## src/rtl/ffsc_pkg.sv

```systemverilog
package ffsc_pkg;
    localparam logic [31:0] ADDR_CTRL = 32'h0000_0000;
    localparam logic [31:0] ADDR_CMD = 32'h0000_0004;
    localparam logic [31:0] ADDR_IDB = 32'h0000_0008;
    localparam logic [31:0] ADDR_STAT = 32'h0000_000C;
    localparam logic [31:0] ADDR_RID = 32'h0000_0010;
    localparam logic [31:0] ADDR_SENSE = 32'h0000_0014;
    localparam logic [2:0] CMD_FORMAT = 3'h1;
    localparam logic [2:0] CMD_READID = 3'h2;
    localparam logic [2:0] CMD_RECAL = 3'h3;
    localparam logic [2:0] CMD_SEEK = 3'h4;
    localparam logic [2:0] CMD_PDOWN = 3'h5;
    localparam logic [2:0] CMD_PUP = 3'h6;
    localparam logic [7:0] RECAL_MAX = 8'h4F;
    localparam logic [7:0] GAP_MFM = 8'h4E;
    localparam logic [7:0] GAP_FM = 8'hFF;
    localparam logic [7:0] SYNC_BYTE = 8'h00;
    localparam logic [7:0] IAM_MFM_PRE = 8'hC2;
    localparam logic [7:0] IDM_MFM_PRE = 8'hA1;
    localparam logic [7:0] MARK_INDEX = 8'hFC;
    localparam logic [7:0] MARK_ID = 8'hFE;
    localparam logic [7:0] MARK_DATA = 8'hFB;
    localparam logic [7:0] MARK_DEL = 8'hF8;
    localparam logic [7:0] MFM_GAP4A = 8'h50;
    localparam logic [7:0] MFM_SYNC = 8'h0C;
    localparam logic [7:0] MFM_GAP1 = 8'h32;
    localparam logic [7:0] MFM_GAP2 = 8'h16;
    localparam logic [7:0] FM_GAP4A = 8'h28;
    localparam logic [7:0] FM_SYNC = 8'h06;
    localparam logic [7:0] FM_GAP1 = 8'h1A;
    localparam logic [7:0] FM_GAP2 = 8'h0B;
    localparam logic [7:0] PREFIX_CNT = 8'h03;
    localparam logic [1:0] IC_NORMAL = 2'h0;
    localparam logic [1:0] IC_ABNORMAL = 2'h1;
    localparam int ST0_SE = 5;
    localparam int ST0_EC = 4;
    localparam int ST0_HD = 2;
    localparam logic [1:0] RESP_OKAY = 2'h0;
    localparam logic [1:0] RESP_SLVERR = 2'h2;
    localparam logic [2:0] FMT_IAM_BYTE = 3'h0;
    typedef enum logic [3:0] {
        FFSC_IDLE = 4'b0000,
        FFSC_WAIT_IDX = 4'b0001,
        FFSC_GAP4A = 4'b0010,
        FFSC_SYNC_I = 4'b0011,
        FFSC_IAM = 4'b0100,
        FFSC_GAP1 = 4'b0101,
        FFSC_SYNC_ID = 4'b0110,
        FFSC_ID_MARK = 4'b0111,
        FFSC_IDF = 4'b1000,
        FFSC_GAP2 = 4'b1001,
        FFSC_SYNC_D = 4'b1010,
        FFSC_DAM = 4'b1011,
        FFSC_DATA = 4'b1100,
        FFSC_GAP3 = 4'b1101,
        FFSC_STEP = 4'b1110,
        FFSC_READID = 4'b1111
    } ffsc_state_t;
endpackage : ffsc_pkg

```

## src/rtl/ffsc_top.sv

```systemverilog
// Our own choices: the AXI4-Lite register port and the placing of the registers.
`timescale 1ns/1ns
module ffsc_top #(
    parameter int STEP_DIV = 1000 // Clock cycles per step interval unit.
) (
    input wire logic clk_in, // 125 MHz clock.
    input wire logic rst_in, // Synchronous reset, high.
    input wire logic [31:0] s_axi_awaddr_in, // Write address.
    input wire logic s_axi_awvalid_in, // Write address valid.
    output logic s_axi_awready_out, // Write address ready.
    input wire logic [31:0] s_axi_wdata_in, // Write data.
    input wire logic [3:0] s_axi_wstrb_in, // Write strobes.
    input wire logic s_axi_wvalid_in, // Write data valid.
    output logic s_axi_wready_out, // Write data ready.
    output logic [1:0] s_axi_bresp_out, // Write response.
    output logic s_axi_bvalid_out, // Write response valid.
    input wire logic s_axi_bready_in, // Write response ready.
    input wire logic [31:0] s_axi_araddr_in, // Read address.
    input wire logic s_axi_arvalid_in, // Read address valid.
    output logic s_axi_arready_out, // Read address ready.
    output logic [31:0] s_axi_rdata_out, // Read data.
    output logic [1:0] s_axi_rresp_out, // Read response.
    output logic s_axi_rvalid_out, // Read data valid.
    input wire logic s_axi_rready_in, // Read data ready.
    input wire logic index_pulse_in, // Index pulse, high.
    input wire logic track0_sense_in, // Track zero sense, high at track 0.
    input wire logic rd_id_valid_in, // A decoded ID field is present.
    input wire logic [31:0] rd_id_in, // Cylinder, head, sector, size.
    output logic step_out, // Step pulse.
    output logic step_direction_out, // 1 steps in.
    output logic [7:0] wr_byte_out, // Byte to write to the track.
    output logic wr_strobe_out, // Byte valid pulse.
    output logic wr_crc_out, // Insert CRC after this byte.
    output logic busy_out, // Command phase busy.
    output logic int_out // Completion interrupt for read ID, recalibrate and seek.
);
    ffsc_pkg::ffsc_state_t state;
    logic [31:0] ctrl; // Bit0 MFM, [7:1] gap 3 length, [15:8] fill, [31:24] interval; [23:16] is stored but unused.
    logic [31:0] idb; // Pending host ID bytes.
    logic [7:0] present_cylinder;
    logic [7:0] new_cylinder;
    logic [7:0] status_zero;
    logic missing_address_flag;
    logic [31:0] rid;
    logic [7:0] cnt;
    logic [15:0] len;
    logic [1:0] idx_seen;
    logic idx_d;
    logic [31:0] tick;
    logic [7:0] steps;
    logic is_recal;
    logic aw_hold, w_hold;
    logic [31:0] aw_addr, w_data;
    logic do_write, do_read;
    logic idx_rise;
    logic [2:0] wcmd;

    assign idx_rise = index_pulse_in & ~idx_d;
    assign do_write = aw_hold & w_hold & ~s_axi_bvalid_out;
    assign do_read = s_axi_arvalid_in & s_axi_arready_out;
    assign wcmd = w_data[2:0];

    // Select the MFM or FM value of a track parameter; format emits one byte per clock.
    function automatic logic [7:0] mfm_sel(input logic mfm, input logic [7:0] a, input logic [7:0] b);
        mfm_sel = mfm ? a : b;
    endfunction : mfm_sel

    // Write channel: address and data latched in either order.
    always_ff @(posedge clk_in)
    begin
        if (rst_in)
        begin
            aw_hold <= 1'b0;
            w_hold <= 1'b0;
            aw_addr <= 32'h0000_0000;
            w_data <= 32'h0000_0000;
            s_axi_awready_out <= 1'b0;
            s_axi_wready_out <= 1'b0;
            s_axi_bvalid_out <= 1'b0;
            s_axi_bresp_out <= ffsc_pkg::RESP_OKAY;
        end
        else
        begin
            s_axi_awready_out <= ~aw_hold & ~s_axi_awready_out & s_axi_awvalid_in;
            s_axi_wready_out <= ~w_hold & ~s_axi_wready_out & s_axi_wvalid_in;
            if (s_axi_awvalid_in & s_axi_awready_out)
            begin
                aw_hold <= 1'b1;
                aw_addr <= s_axi_awaddr_in;
            end
            if (s_axi_wvalid_in & s_axi_wready_out)
            begin
                w_hold <= 1'b1;
                w_data <= s_axi_wdata_in;
            end
            if (do_write)
            begin
                aw_hold <= 1'b0;
                w_hold <= 1'b0;
                s_axi_bvalid_out <= 1'b1;
                s_axi_bresp_out <= (aw_addr == ffsc_pkg::ADDR_CTRL || aw_addr == ffsc_pkg::ADDR_CMD ||
                    aw_addr == ffsc_pkg::ADDR_IDB) ? ffsc_pkg::RESP_OKAY : ffsc_pkg::RESP_SLVERR;
            end
            else if (s_axi_bready_in)
            begin
                s_axi_bvalid_out <= 1'b0;
            end
        end
    end

    // Read channel; reading the sense register acknowledges the interrupt.
    always_ff @(posedge clk_in)
    begin
        if (rst_in)
        begin
            s_axi_arready_out <= 1'b0;
            s_axi_rvalid_out <= 1'b0;
            s_axi_rdata_out <= 32'h0000_0000;
            s_axi_rresp_out <= ffsc_pkg::RESP_OKAY;
        end
        else
        begin
            s_axi_arready_out <= ~s_axi_arready_out & ~s_axi_rvalid_out & s_axi_arvalid_in;
            if (do_read)
            begin
                s_axi_rvalid_out <= 1'b1;
                s_axi_rresp_out <= ffsc_pkg::RESP_OKAY;
                unique case (s_axi_araddr_in)
                    ffsc_pkg::ADDR_CTRL: s_axi_rdata_out <= ctrl;
                    ffsc_pkg::ADDR_IDB: s_axi_rdata_out <= idb;
                    ffsc_pkg::ADDR_STAT: s_axi_rdata_out <= {15'h0000, missing_address_flag, new_cylinder,
                        present_cylinder};
                    ffsc_pkg::ADDR_RID: s_axi_rdata_out <= rid;
                    ffsc_pkg::ADDR_SENSE: s_axi_rdata_out <= {16'h0000, present_cylinder, status_zero};
                    default:
                    begin
                        s_axi_rdata_out <= 32'h0000_0000;
                        s_axi_rresp_out <= ffsc_pkg::RESP_SLVERR;
                    end
                endcase
            end
            else if (s_axi_rready_in)
            begin
                s_axi_rvalid_out <= 1'b0;
            end
        end
    end

    // Control register and index edge memory.
    always_ff @(posedge clk_in)
    begin
        if (rst_in)
        begin
            ctrl <= 32'h0000_0001;
            idx_d <= 1'b0;
        end
        else
        begin
            idx_d <= index_pulse_in;
            if (do_write && aw_addr == ffsc_pkg::ADDR_CTRL)
            begin
                ctrl <= w_data;
            end
        end
    end

    // Command engine: format, read ID, recalibrate and seek.
    always_ff @(posedge clk_in)
    begin
        if (rst_in)
        begin
            state <= ffsc_pkg::FFSC_IDLE;
            idb <= 32'h0000_0000;
            present_cylinder <= 8'h00;
            new_cylinder <= 8'h00;
            status_zero <= 8'h00;
            missing_address_flag <= 1'b0;
            rid <= 32'h0000_0000;
            cnt <= 8'h00;
            len <= 16'h0000;
            idx_seen <= 2'h0;
            tick <= 32'h0000_0000;
            steps <= 8'h00;
            is_recal <= 1'b0;
            step_out <= 1'b0;
            step_direction_out <= 1'b0;
            wr_byte_out <= 8'h00;
            wr_strobe_out <= 1'b0;
            wr_crc_out <= 1'b0;
            busy_out <= 1'b0;
            int_out <= 1'b0;
        end
        else
        begin
            wr_strobe_out <= 1'b0;
            wr_crc_out <= 1'b0;
            step_out <= 1'b0;
            busy_out <= 1'b0;
            if (do_read && s_axi_araddr_in == ffsc_pkg::ADDR_SENSE)
            begin
                int_out <= 1'b0;
            end
            if (do_write && aw_addr == ffsc_pkg::ADDR_IDB)
            begin
                idb <= w_data;
            end
            if (do_write && aw_addr == ffsc_pkg::ADDR_CMD && state == ffsc_pkg::FFSC_IDLE)
            begin
                busy_out <= 1'b1;
                unique case (wcmd)
                    ffsc_pkg::CMD_FORMAT:
                    begin
                        state <= ffsc_pkg::FFSC_WAIT_IDX;
                    end
                    ffsc_pkg::CMD_READID:
                    begin
                        state <= ffsc_pkg::FFSC_READID;
                        idx_seen <= 2'h0;
                    end
                    ffsc_pkg::CMD_RECAL:
                    begin
                        present_cylinder <= 8'h00;
                        step_direction_out <= 1'b0;
                        is_recal <= 1'b1;
                        steps <= 8'h00;
                        tick <= 32'h0000_0000;
                        state <= ffsc_pkg::FFSC_STEP;
                    end
                    ffsc_pkg::CMD_SEEK:
                    begin
                        new_cylinder <= w_data[15:8];
                        step_direction_out <= present_cylinder < w_data[15:8];
                        is_recal <= 1'b0;
                        tick <= 32'h0000_0000;
                        state <= ffsc_pkg::FFSC_STEP;
                    end
                    ffsc_pkg::CMD_PUP:
                    begin
                        present_cylinder <= 8'h00;
                        status_zero <= 8'h00;
                        missing_address_flag <= 1'b0;
                        rid <= 32'h0000_0000;
                    end
                    default:
                    begin
                        state <= ffsc_pkg::FFSC_IDLE;
                    end
                endcase
            end
            unique case (state)
                ffsc_pkg::FFSC_IDLE:
                begin
                end
                ffsc_pkg::FFSC_WAIT_IDX:
                begin
                    if (idx_rise)
                    begin
                        state <= ffsc_pkg::FFSC_GAP4A;
                        cnt <= mfm_sel(ctrl[0], ffsc_pkg::MFM_GAP4A, ffsc_pkg::FM_GAP4A);
                    end
                end
                ffsc_pkg::FFSC_READID:
                begin
                    if (rd_id_valid_in)
                    begin
                        rid <= rd_id_in;
                        status_zero <= {2'b00, 6'h00} | {ffsc_pkg::IC_NORMAL, 6'h00};
                        int_out <= 1'b1;
                        state <= ffsc_pkg::FFSC_IDLE;
                    end
                    else if (idx_rise)
                    begin
                        idx_seen <= idx_seen + 2'h1;
                        if (idx_seen == 2'h1)
                        begin
                            status_zero <= {ffsc_pkg::IC_ABNORMAL, 6'h00};
                            missing_address_flag <= 1'b1;
                            int_out <= 1'b1;
                            state <= ffsc_pkg::FFSC_IDLE;
                        end
                    end
                end
                ffsc_pkg::FFSC_STEP:
                begin
                    tick <= tick + 32'h0000_0001;
                    if (is_recal && track0_sense_in)
                    begin
                        status_zero <= 8'h00 | (8'h01 << ffsc_pkg::ST0_SE);
                        present_cylinder <= 8'h00;
                        int_out <= 1'b1;
                        state <= ffsc_pkg::FFSC_IDLE;
                    end
                    else if (is_recal && steps == ffsc_pkg::RECAL_MAX)
                    begin
                        status_zero <= {ffsc_pkg::IC_ABNORMAL, 6'h00} | (8'h01 << ffsc_pkg::ST0_SE) |
                            (8'h01 << ffsc_pkg::ST0_EC);
                        int_out <= 1'b1;
                        state <= ffsc_pkg::FFSC_IDLE;
                    end
                    else if (!is_recal && present_cylinder == new_cylinder)
                    begin
                        status_zero <= 8'h00 | (8'h01 << ffsc_pkg::ST0_SE);
                        int_out <= 1'b1;
                        state <= ffsc_pkg::FFSC_IDLE;
                    end
                    else if (tick >= 32'(ctrl[31:24]) * 32'(STEP_DIV))
                    begin
                        tick <= 32'h0000_0000;
                        step_out <= 1'b1;
                        if (is_recal)
                        begin
                            steps <= steps + 8'h01;
                        end
                        else
                        begin
                            step_direction_out <= present_cylinder < new_cylinder;
                            present_cylinder <= (present_cylinder < new_cylinder) ? present_cylinder + 8'h01 :
                                present_cylinder - 8'h01;
                        end
                    end
                end
                default:
                begin
                    // Track byte emission for format.
                    wr_strobe_out <= 1'b1;
                    cnt <= cnt - 8'h01;
                    unique case (state)
                        ffsc_pkg::FFSC_GAP4A, ffsc_pkg::FFSC_GAP1, ffsc_pkg::FFSC_GAP2, ffsc_pkg::FFSC_GAP3:
                            wr_byte_out <= mfm_sel(ctrl[0], ffsc_pkg::GAP_MFM, ffsc_pkg::GAP_FM);
                        ffsc_pkg::FFSC_SYNC_I, ffsc_pkg::FFSC_SYNC_ID, ffsc_pkg::FFSC_SYNC_D:
                            wr_byte_out <= ffsc_pkg::SYNC_BYTE;
                        ffsc_pkg::FFSC_IAM:
                            wr_byte_out <= (cnt == 8'h01) ? ffsc_pkg::MARK_INDEX : ffsc_pkg::IAM_MFM_PRE;
                        ffsc_pkg::FFSC_ID_MARK:
                            wr_byte_out <= (cnt == 8'h01) ? ffsc_pkg::MARK_ID : ffsc_pkg::IDM_MFM_PRE;
                        ffsc_pkg::FFSC_DAM:
                            wr_byte_out <= (cnt == 8'h01) ? ffsc_pkg::MARK_DATA : ffsc_pkg::IDM_MFM_PRE;
                        ffsc_pkg::FFSC_IDF:
                        begin
                            wr_byte_out <= idb[8'(cnt - 8'h01) * 8 +: 8];
                            wr_crc_out <= cnt == 8'h01;
                        end
                        default:
                        begin
                            wr_byte_out <= ctrl[15:8];
                            wr_crc_out <= len == 16'h0001;
                            len <= len - 16'h0001;
                        end
                    endcase
                    if (idx_rise && state != ffsc_pkg::FFSC_GAP4A && state != ffsc_pkg::FFSC_SYNC_I)
                    begin
                        status_zero <= {ffsc_pkg::IC_NORMAL, 6'h00};
                        state <= ffsc_pkg::FFSC_IDLE;
                        wr_strobe_out <= 1'b0;
                    end
                    else if (state == ffsc_pkg::FFSC_DATA ? len == 16'h0001 : cnt == 8'h01)
                    begin
                        unique case (state)
                            ffsc_pkg::FFSC_GAP4A:
                            begin
                                state <= ffsc_pkg::FFSC_SYNC_I;
                                cnt <= mfm_sel(ctrl[0], ffsc_pkg::MFM_SYNC, ffsc_pkg::FM_SYNC);
                            end
                            ffsc_pkg::FFSC_SYNC_I:
                            begin
                                state <= ffsc_pkg::FFSC_IAM;
                                cnt <= ctrl[0] ? ffsc_pkg::PREFIX_CNT + 8'h01 : 8'h01;
                            end
                            ffsc_pkg::FFSC_IAM:
                            begin
                                state <= ffsc_pkg::FFSC_GAP1;
                                cnt <= mfm_sel(ctrl[0], ffsc_pkg::MFM_GAP1, ffsc_pkg::FM_GAP1);
                            end
                            ffsc_pkg::FFSC_GAP1, ffsc_pkg::FFSC_GAP3:
                            begin
                                state <= ffsc_pkg::FFSC_SYNC_ID;
                                cnt <= mfm_sel(ctrl[0], ffsc_pkg::MFM_SYNC, ffsc_pkg::FM_SYNC);
                            end
                            ffsc_pkg::FFSC_SYNC_ID:
                            begin
                                state <= ffsc_pkg::FFSC_ID_MARK;
                                cnt <= ctrl[0] ? ffsc_pkg::PREFIX_CNT + 8'h01 : 8'h01;
                            end
                            ffsc_pkg::FFSC_ID_MARK:
                            begin
                                state <= ffsc_pkg::FFSC_IDF;
                                cnt <= 8'h04;
                            end
                            ffsc_pkg::FFSC_IDF:
                            begin
                                state <= ffsc_pkg::FFSC_GAP2;
                                cnt <= mfm_sel(ctrl[0], ffsc_pkg::MFM_GAP2, ffsc_pkg::FM_GAP2);
                            end
                            ffsc_pkg::FFSC_GAP2:
                            begin
                                state <= ffsc_pkg::FFSC_SYNC_D;
                                cnt <= mfm_sel(ctrl[0], ffsc_pkg::MFM_SYNC, ffsc_pkg::FM_SYNC);
                            end
                            ffsc_pkg::FFSC_SYNC_D:
                            begin
                                state <= ffsc_pkg::FFSC_DAM;
                                cnt <= ctrl[0] ? ffsc_pkg::PREFIX_CNT + 8'h01 : 8'h01;
                            end
                            ffsc_pkg::FFSC_DAM:
                            begin
                                state <= ffsc_pkg::FFSC_DATA;
                                len <= 16'h0080 << idb[2:0];
                            end
                            default:
                            begin
                                state <= ffsc_pkg::FFSC_GAP3;
                                cnt <= ctrl[7:1] == 7'h00 ? 8'h01 : {1'b0, ctrl[7:1]};
                            end
                        endcase
                    end
                end
            endcase
        end
    end
endmodule : ffsc_top
```

## config.mk

```make
export PLATFORM = sky130hd
export DESIGN_NAME = ffsc_top
export DESIGN_NICKNAME = d
export VERILOG_FILES = /design/src/rtl/ffsc_pkg.sv /design/src/rtl/ffsc_top.sv
export SDC_FILE = /design/constraint.sdc
export NUM_CORES = 1
export LEC_CHECK = 0
export ABC_AREA = 1
export BUFFER_PORTS_ARGS = -buffer_cell sky130_fd_sc_hd__buf_4
export CAP_MARGIN = 40
export CORE_MARGIN = 8
export CORE_UTILIZATION = 54
export CTS_BUF_LIST = sky130_fd_sc_hd__clkbuf_16
export DETAILED_ROUTE_END_ITERATION = 16
export PLACE_DENSITY = 0.84
export SLEW_MARGIN = 25
export SYNTH_ARGS = -nofsm -noshare
export SYNTH_HDL_FRONTEND = slang
export SYNTH_SLANG_ARGS = --single-unit
```

## constraint.sdc

```tcl
create_clock -name clk_in -period 5.09 [get_ports clk_in]
set_input_delay 0.2545 -clock clk_in [delete_from_list [all_inputs] [get_ports clk_in]]
set_output_delay 0.2545 -clock clk_in [all_outputs]
set_load 0.02 [all_outputs]
```

==> run_results.csv, run 1 <==
group,metric,value,unit
clocking,clockBufferDepth,3,
final_layout,final_cell_area,21530,sq um
placement,gp_congestion,0.9728,
clocking,cts_root_buf,"clkbuf_16",
power_and_ir_drop,p_per_area,255.2,nW/um^2
yosys,ys_seq_area_share,35.46,%
timing,relSlewSlack,41.50,%
timing,min_period,5183,ps
worst_setup_path,cp_common_cell,"fa_1",
worst_setup_path,crit_fanout,8,
grt,grt_start_max_net_pins,65,
timing,fin_ws,-92.65,ps
timing,worst_pin_slew,874.3,ps
worst_setup_path,worstPathRequired,5530,ps
detailed_routing,drc,0,
worst_setup_path,cp_num_buf_inv,4,
worst_setup_path,crit_family,"adder cells",
yosys,syn_area,17610,sq um
clocking,clk_pin_slew_worst_paths,60,ps
grt,grt_pass1_vias,17590,
final_layout,drive_gt1_share,14.06,%
placement,placed_cell_area,19520,sq um
die,coreArea,32370,sq um
final_layout,final_common_cell,"nand2_1",
die,die_w,196.6,um
timing,setup_viol,39,
detailed_routing,wl_met2,26850,um
grt,grtUsageTotal,27.95,%
clocking,cts_buffers,35,
yosys,synth_top_area_share,35.46,%
power_and_ir_drop,power.leakage,9.283,nW
final_layout,final_cell_mix,"467 x nand2_1, 342 x nor2_1, 310 x dfxtp_1",
run_status,outcome,"finished with violations",
die,die_h,196.6,um
grt,antenna_found_initial,2,
hold_path,hold_class,"in2reg",
timing,rsz0062_at_grt,"yes",
detailed_routing,routed_via_density,5.676,
clocking,cts_max_level,2,
final_layout,nNetsFinal,3008,
run,maxCapViolations,0,
die,die_area,38650,sq um
final_layout,area_delta_synth_final,22.23,%
detailed_routing,wl_met1,22570,um
worst_setup_path,setup.worst_path.end_class,"register",
detailed_routing,final_antenna_net_count,0,
yosys,avgSynthCellArea,6.932,sq um
detailed_routing,first_pass_iters,6,
yosys,synth_area_leaders,"dfxtp_1 35%, nand2_1 10%, o21ai_0 7.7%",
placement,place_hpwl,40020,um
timing,max_freq,193.0,MHz
worst_setup_path,crit_path_start_kind,"register",
timing,fin_crit_sh,101.8,%
run_status,violations,"setup timing",
yosys,synth_top_cell_by_area,"dfxtp_1",
detailed_routing,wl_per_cell,17.37,um
yosys,synth_seq_cells,312,
die,ios,197,
worst_setup_path,critical_path.slowest_cell,"fa_1",
worst_setup_path,crit_arrival,5620,ps
yosys,synthCells,2541,
grt,overflow,0,
detailed_routing,dr.first_iter.drc_count,1891,
detailed_routing,top_layer,"met5",
placement,portBuffers,190,
timing,hold_viol_final,0,
timing,finalSetupTns,-1262,ps
detailed_routing,num_vias,18340,
final_layout,utilization,66.51,%
worst_setup_path,cpPeakStageDelay,530,ps
yosys,synthDistinctLibCells,57,
power_and_ir_drop,ir_worst_vdd,248.3,uV
detailed_routing,totalWireLength,56140,um
yosys,yosys_warnings,0,
clocking,tritoncts,"done",
timing,fin_skew,28.09,ps
die,start_util,54.41,%
clocking,numClockSinks,312,
clocking,insertion_delay,540,ps
timing,maxSlewViolCount,0,
worst_setup_path,path_class,"reg2reg",
detailed_routing,wl_met3,4748,um
die,fp-row-count,66,
grt,grt_pass1_wl,89600,um
synthesized netlist by cell type (all sizes together):
library cell  number
xor2              45
nand3b            15
o41ai              1
a311oi             1
buf               44
ha                82
nand2b             1
clkinv             4
nor3b              3
conb               1
o2111ai            1
o21bai             2
xnor2              8
clkbuf            72
a211oi             1
and3               3
o21a               1
nand4             44
o21ai            279
nor4               1
o22ai              7
o31ai              5
inv              243
dfxtp            312
fa                22
and2               1
or2                4
nand3            178
nor2             366
o211ai            12
nor3              49
a21oi            226
nand2            484
a21o               3
a31oi             20
area by class of cell:
type                       count  area (sq um)
antenna                        1         2.502
inverter                     247         944.7
clock inverter                29         324.1
clock buffer                  35         875.8
tap                          442         553.0
timing repair buffer         298          2480
fill                        2654         10840
multi-input combinational   1868         10100
sequential                   312          6251
metrics by stage:
stage / cells / setup WS, ps / hold WS [ps] / total power, mW
floorplan: 2542 / 37.88 / 379.4 / 2.709
global placement: 3104 / -214.8 / 415.7 / 2.848
detailed placement: 3107 / -364.4 / 415.2 / 2.860
CTS: 3228 / -40.17 / 0.8830 / 5.492
global route: 3232 / -361.4 / 9.043 / 5.652
finish: 3232 / -92.65 / 4.150 / 5.495
final timing paths:
check / start / to / slack, ps / cells after the start
worst max-delay path: ctrl[25]$_SDFFE_PP0P_ / present_cylinder[5]$_SDFF_PP0_ / -90 / 27
worst min-delay path: rd_id_in[19] / rid[19]$_SDFF_PP0_ / 4 / 3
worst max register to register: ctrl[25]$_SDFFE_PP0P_ / present_cylinder[5]$_SDFF_PP0_ / -90 / 27
worst min register to register: status_zero[1]$_SDFF_PP0_ / status_zero[1]$_SDFF_PP0_ / 450 / 2
per-layer routing:
metal  up-vias  GRT usage [%]
met4         2          9.863
li1       8842              -
met1      8553          34.75
met5         -              0
met3       155          6.072
met2       792          47.34
state kept, by name (all words and copies together), names as in the netlist, 16 cells and up:
register / count
aw_addr: 32
ctrl: 32
idb: 32
len: 16
rid: 32
s_axi_rdata_out: 32
tick: 32
w_data: 32
power breakdown:
group | total [mW] | internal, mW | switching (mW)
Sequential | 2.50 | 2.48 | 0.0253
Clock | 2.64 | 1.57 | 1.07
Combinational | 0.355 | 0.163 | 0.192
logic make-up after synthesis:
kind of cell | count (synthesis) | share of synthesized area (%)
buffers and inverters | 363 | 8.282
other | 1 | 0.02129
adder cells (fa/ha/maj) | 104 | 8.325
AO/OA/AOI/OAI | 559 | 16.56
flip-flops | 312 | 35.46
XOR/XNOR | 53 | 2.635
AND/OR/NAND/NOR | 1149 | 28.71
worst register-to-register path: stages, from the launching register on:
cell     delay [ps]
dfxtp_4         360
fa_1            530
inv_1            50
fa_1            460
fa_1            500
fa_1            510
inv_2            50
ha_4            310
nand2_4          70
nor3_4          160
nor2_4           60
o21ai_2         150
a31oi_1         110
xor2_1          160
ha_1            320
nand2_2          90
nor2_4          120
inv_2            60
nor2_4          130
nand2_2          70
nand3_2         100
nand2_2          80
nand2_4          90
buf_12          130
nand2_4          80
nand2_1          90
nand3_1         110
a21oi_2         160
what timing repair did:
action | 4_1_cts | 5_1_grt
resized for setup | 30 | 20
cloned | 2 | 1
hold buffers | 55 | 0
buffers inserted | 0 | 1
endpoints found under the setup margin | 50 | 50
hold endpoints to repair | 55 | 0
pin swaps | 13 | 7
No activity file was read; power rests on OpenSTA's default activity.
==> run 2: changes to the inputs <==
Settings changed: CORE_MARGIN 8 to not set, PLACE_DENSITY 0.84 to 0.81.
==> run 2 against run 1 <==
Sequential power about the same. The flow still finishes with violations (setup timing). Non-clock buffer count down 10. First-iteration DRC count down 9.5%. Power down 4.8%. Clock skew up 7.7 ps. Worst hold slack better by 1.2 ps. Largest power group is now registers.
==> run_results.csv, run 2 (synthesis results as in run 1) <==
group,metric,value,unit
run_status,outcome,"finished with violations",
run_status,violations,"setup timing",
grt,grt_pass1_wl,86530,um
timing,relSlewSlack,45.66,%
detailed_routing,dr.first_iter.drc_count,1711,
power_and_ir_drop,ir_worst_vdd,257.0,uV
placement,portBuffers,190,
detailed_routing,final_antenna_net_count,0,
die,coreArea,31800,sq um
detailed_routing,drc,0,
placement,place_hpwl,38700,um
power_and_ir_drop,p_sw,1.263,mW
timing,worst_pin_slew,812.1,ps
final_layout,area_delta_synth_final,21.41,%
grt,grt_start_max_net_pins,95,
grt,antenna_found_initial,0,
worst_setup_path,r2r_cells,27,
timing,fin_crit_sh,102.2,%
grt,grtUsageTotal,31.89,%
grt,overflow,0,
timing,fin_ws,-114.3,ps
worst_setup_path,worstPathRequired,5520,ps
detailed_routing,totalWireLength,54370,um
clocking,cts_max_level,2,
power_and_ir_drop,switching_share,24.13,%
worst_setup_path,startpoint,"ctrl[26]$_SDFFE_PP0P_",
timing,min_period,5204,ps
worst_setup_path,crit_arrival,5640,ps
clocking,insertion_delay,540,ps
final_layout,final_common_cell,"nand2_1",
grt,grt_pass1_vias,17410,
timing,maxSlewViolCount,0,
clocking,clockBufferDepth,3,
detailed_routing,wl_per_cell,16.93,um
clocking,cts_root_buf,"clkbuf_16",
detailed_routing,first_pass_iters,5,
die,ios,197,
die,die_w,182.6,um
die,fp-row-count,65,
clocking,numClockSinks,312,
power_and_ir_drop,power_frac_clock,45.5,%
die,start_util,55.39,%
worst_setup_path,crit_end,"present_cylinder[2]$_SDFF_PP0_",
worst_setup_path,r2r_slack,-110,ps
clocking,tritoncts,"done",
hold_path,hold_class,"in2reg",
final_layout,instances_no_fill,3211,
placement,gp_congestion,1.012,
power_and_ir_drop,seqPwrFrac,47.8,%
timing,rsz0062_at_grt,"yes",
power_and_ir_drop,comb_power_share,6.6,%
timing,fin_skew,35.83,ps
final_layout,diodes,0,
clocking,clk_pin_slew_worst_paths,60,ps
final_layout,drive_gt1_share,14.88,%
final_layout,final_cell_mix,"465 x nand2_1, 342 x nor2_1, 309 x dfxtp_1",
detailed_routing,num_vias,18260,
die,die_h,182.6,um
timing,setup_viol,35,
worst_setup_path,reg2reg_from,"ctrl[26]$_SDFFE_PP0P_",
worst_setup_path,r2r-end,"present_cylinder[2]$_SDFF_PP0_",
worst_setup_path,crit_fanout,8,
power_and_ir_drop,p_per_area,244.6,nW/um^2
timing,whs,5.358,ps
die,die_area,33340,sq um
worst_setup_path,crit_path_start_kind,"register",
power_and_ir_drop,power,5.231,mW
worst_setup_path,setup.worst_path.end_class,"register",
timing,hold_viol_final,0,
power_and_ir_drop,p_int,3.969,mW
detailed_routing,routed_via_density,5.687,
clocking,cts_buffers,34,
run,maxCapViolations,0,
final_layout,utilization,67.25,%
power_and_ir_drop,power.leakage,9.172,nW
final_layout,nNetsFinal,2997,
placement,dp_cells,3094,
timing,max_freq,192.2,MHz
worst_setup_path,path_class,"reg2reg",
## run 2: changes by cell type in the layout (fill, tap and decap cells not counted), moves of 6 or more
cell	delta
a21oi_1	-12
a21oi_2	+12
dlygate4sd3_1	-12
nand3_1	-6
## run 2: power by group through the flow
| stage | clock, mW | sequential (mW) | combinational [mW] |
|---|---|---|---|
| after floorplan | 0 | 2.56 | 0.151 |
| after global placement | 0 | 2.55 | 0.296 |
| after detailed placement | 0 | 2.55 | 0.304 |
| after CTS | 2.40 | 2.50 | 0.335 |
| after global routing | 2.51 | 2.50 | 0.381 |
| final | 2.38 | 2.50 | 0.348 |
## run 2: layout make-up
type                            count  area (sq um)
Tap cell                          435         544.3
Sequential cell                   312          6255
Inverter                          247         944.7
Fill cell                        2601         10410
Clock buffer                       34         850.8
Timing Repair Buffer              288          2384
Multi-Input combinational cell   1868         10190
Clock inverter                     27         219.0
## run 2: worst min-delay path by stage
stage / slack (ps) / start / endpoint / cells past startpoint
detailed placement: 430 / w_hold$_SDFFE_PP0P_ / s_axi_wready_out$_SDFF_PP0_ / 1
global placement: 430 / w_hold$_SDFFE_PP0P_ / s_axi_wready_out$_SDFF_PP0_ / 1
CTS: 1 / s_axi_awaddr_in[25] / aw_addr[25]$_SDFFE_PP0P_ / 3
floorplan: 380 / index_pulse_in / idx_d$_SDFF_PP0_ / 2
global route: 10 / rd_id_in[8] / rid[8]$_SDFF_PP0_ / 3
finish: 5 / s_axi_wdata_in[12] / w_data[12]$_SDFFE_PP0P_ / 3
## run 2: critical path, stage by stage, from the launching register on
cell and delay, ps:
dfxtp_4 360, fa_1 530, inv_1 50, fa_1 530
fa_1 440, fa_1 510, inv_2 50, ha_4 310
nand2_4 70, nor3_4 150, nor2_4 50, o21ai_2 140
a31oi_1 120, xor2_1 180, ha_1 320, nand2_2 80
nor2_4 140, inv_2 50, nor2_4 100, nand2_1 70
nand3_2 100, nand2_2 60, nand2_2 80, buf_8 140
nand2_4 90, nand2_2 80, nand3_2 100, a21oi_2 200
## run 2: repair_timing
item / 4_1_cts / 5_1_grt
buffers inserted: 4 / 2
cloned: 1 / 2
hold buffers: 43 / 0
endpoints found under the setup margin: 50 / 50
pin swaps: 24 / 13
gates resized for setup: 44 / 30
hold endpoints to repair: 43 / 0
## run 2: per-layer routing
metal | GRT usage, % | vias to the layer above | routed length [um] | part of all wire (%)
met3 | 4.849 | 155 | 4538 | 8.3
met1 | 41.22 | 8463 | 22440 | 41
li1 | - | 8797 | - | -
met5 | 0 | - | 0 | 0
met2 | 53.59 | 847 | 25420 | 47
met4 | 11.90 | 0 | 1973 | 3.6
## run 2: metrics by stage
step | setup WS [ps] | TNS (ps) | instance area (sq um)
after floorplan | 37.88 | 0 | 17620
after global placement | -172.4 | -4087 | 19410
after detailed placement | -406.1 | -11660 | 19450
after CTS | -90.46 | -2338 | 21150
after global routing | -338.3 | -13860 | 21390
final | -114.3 | -1258 | 21390
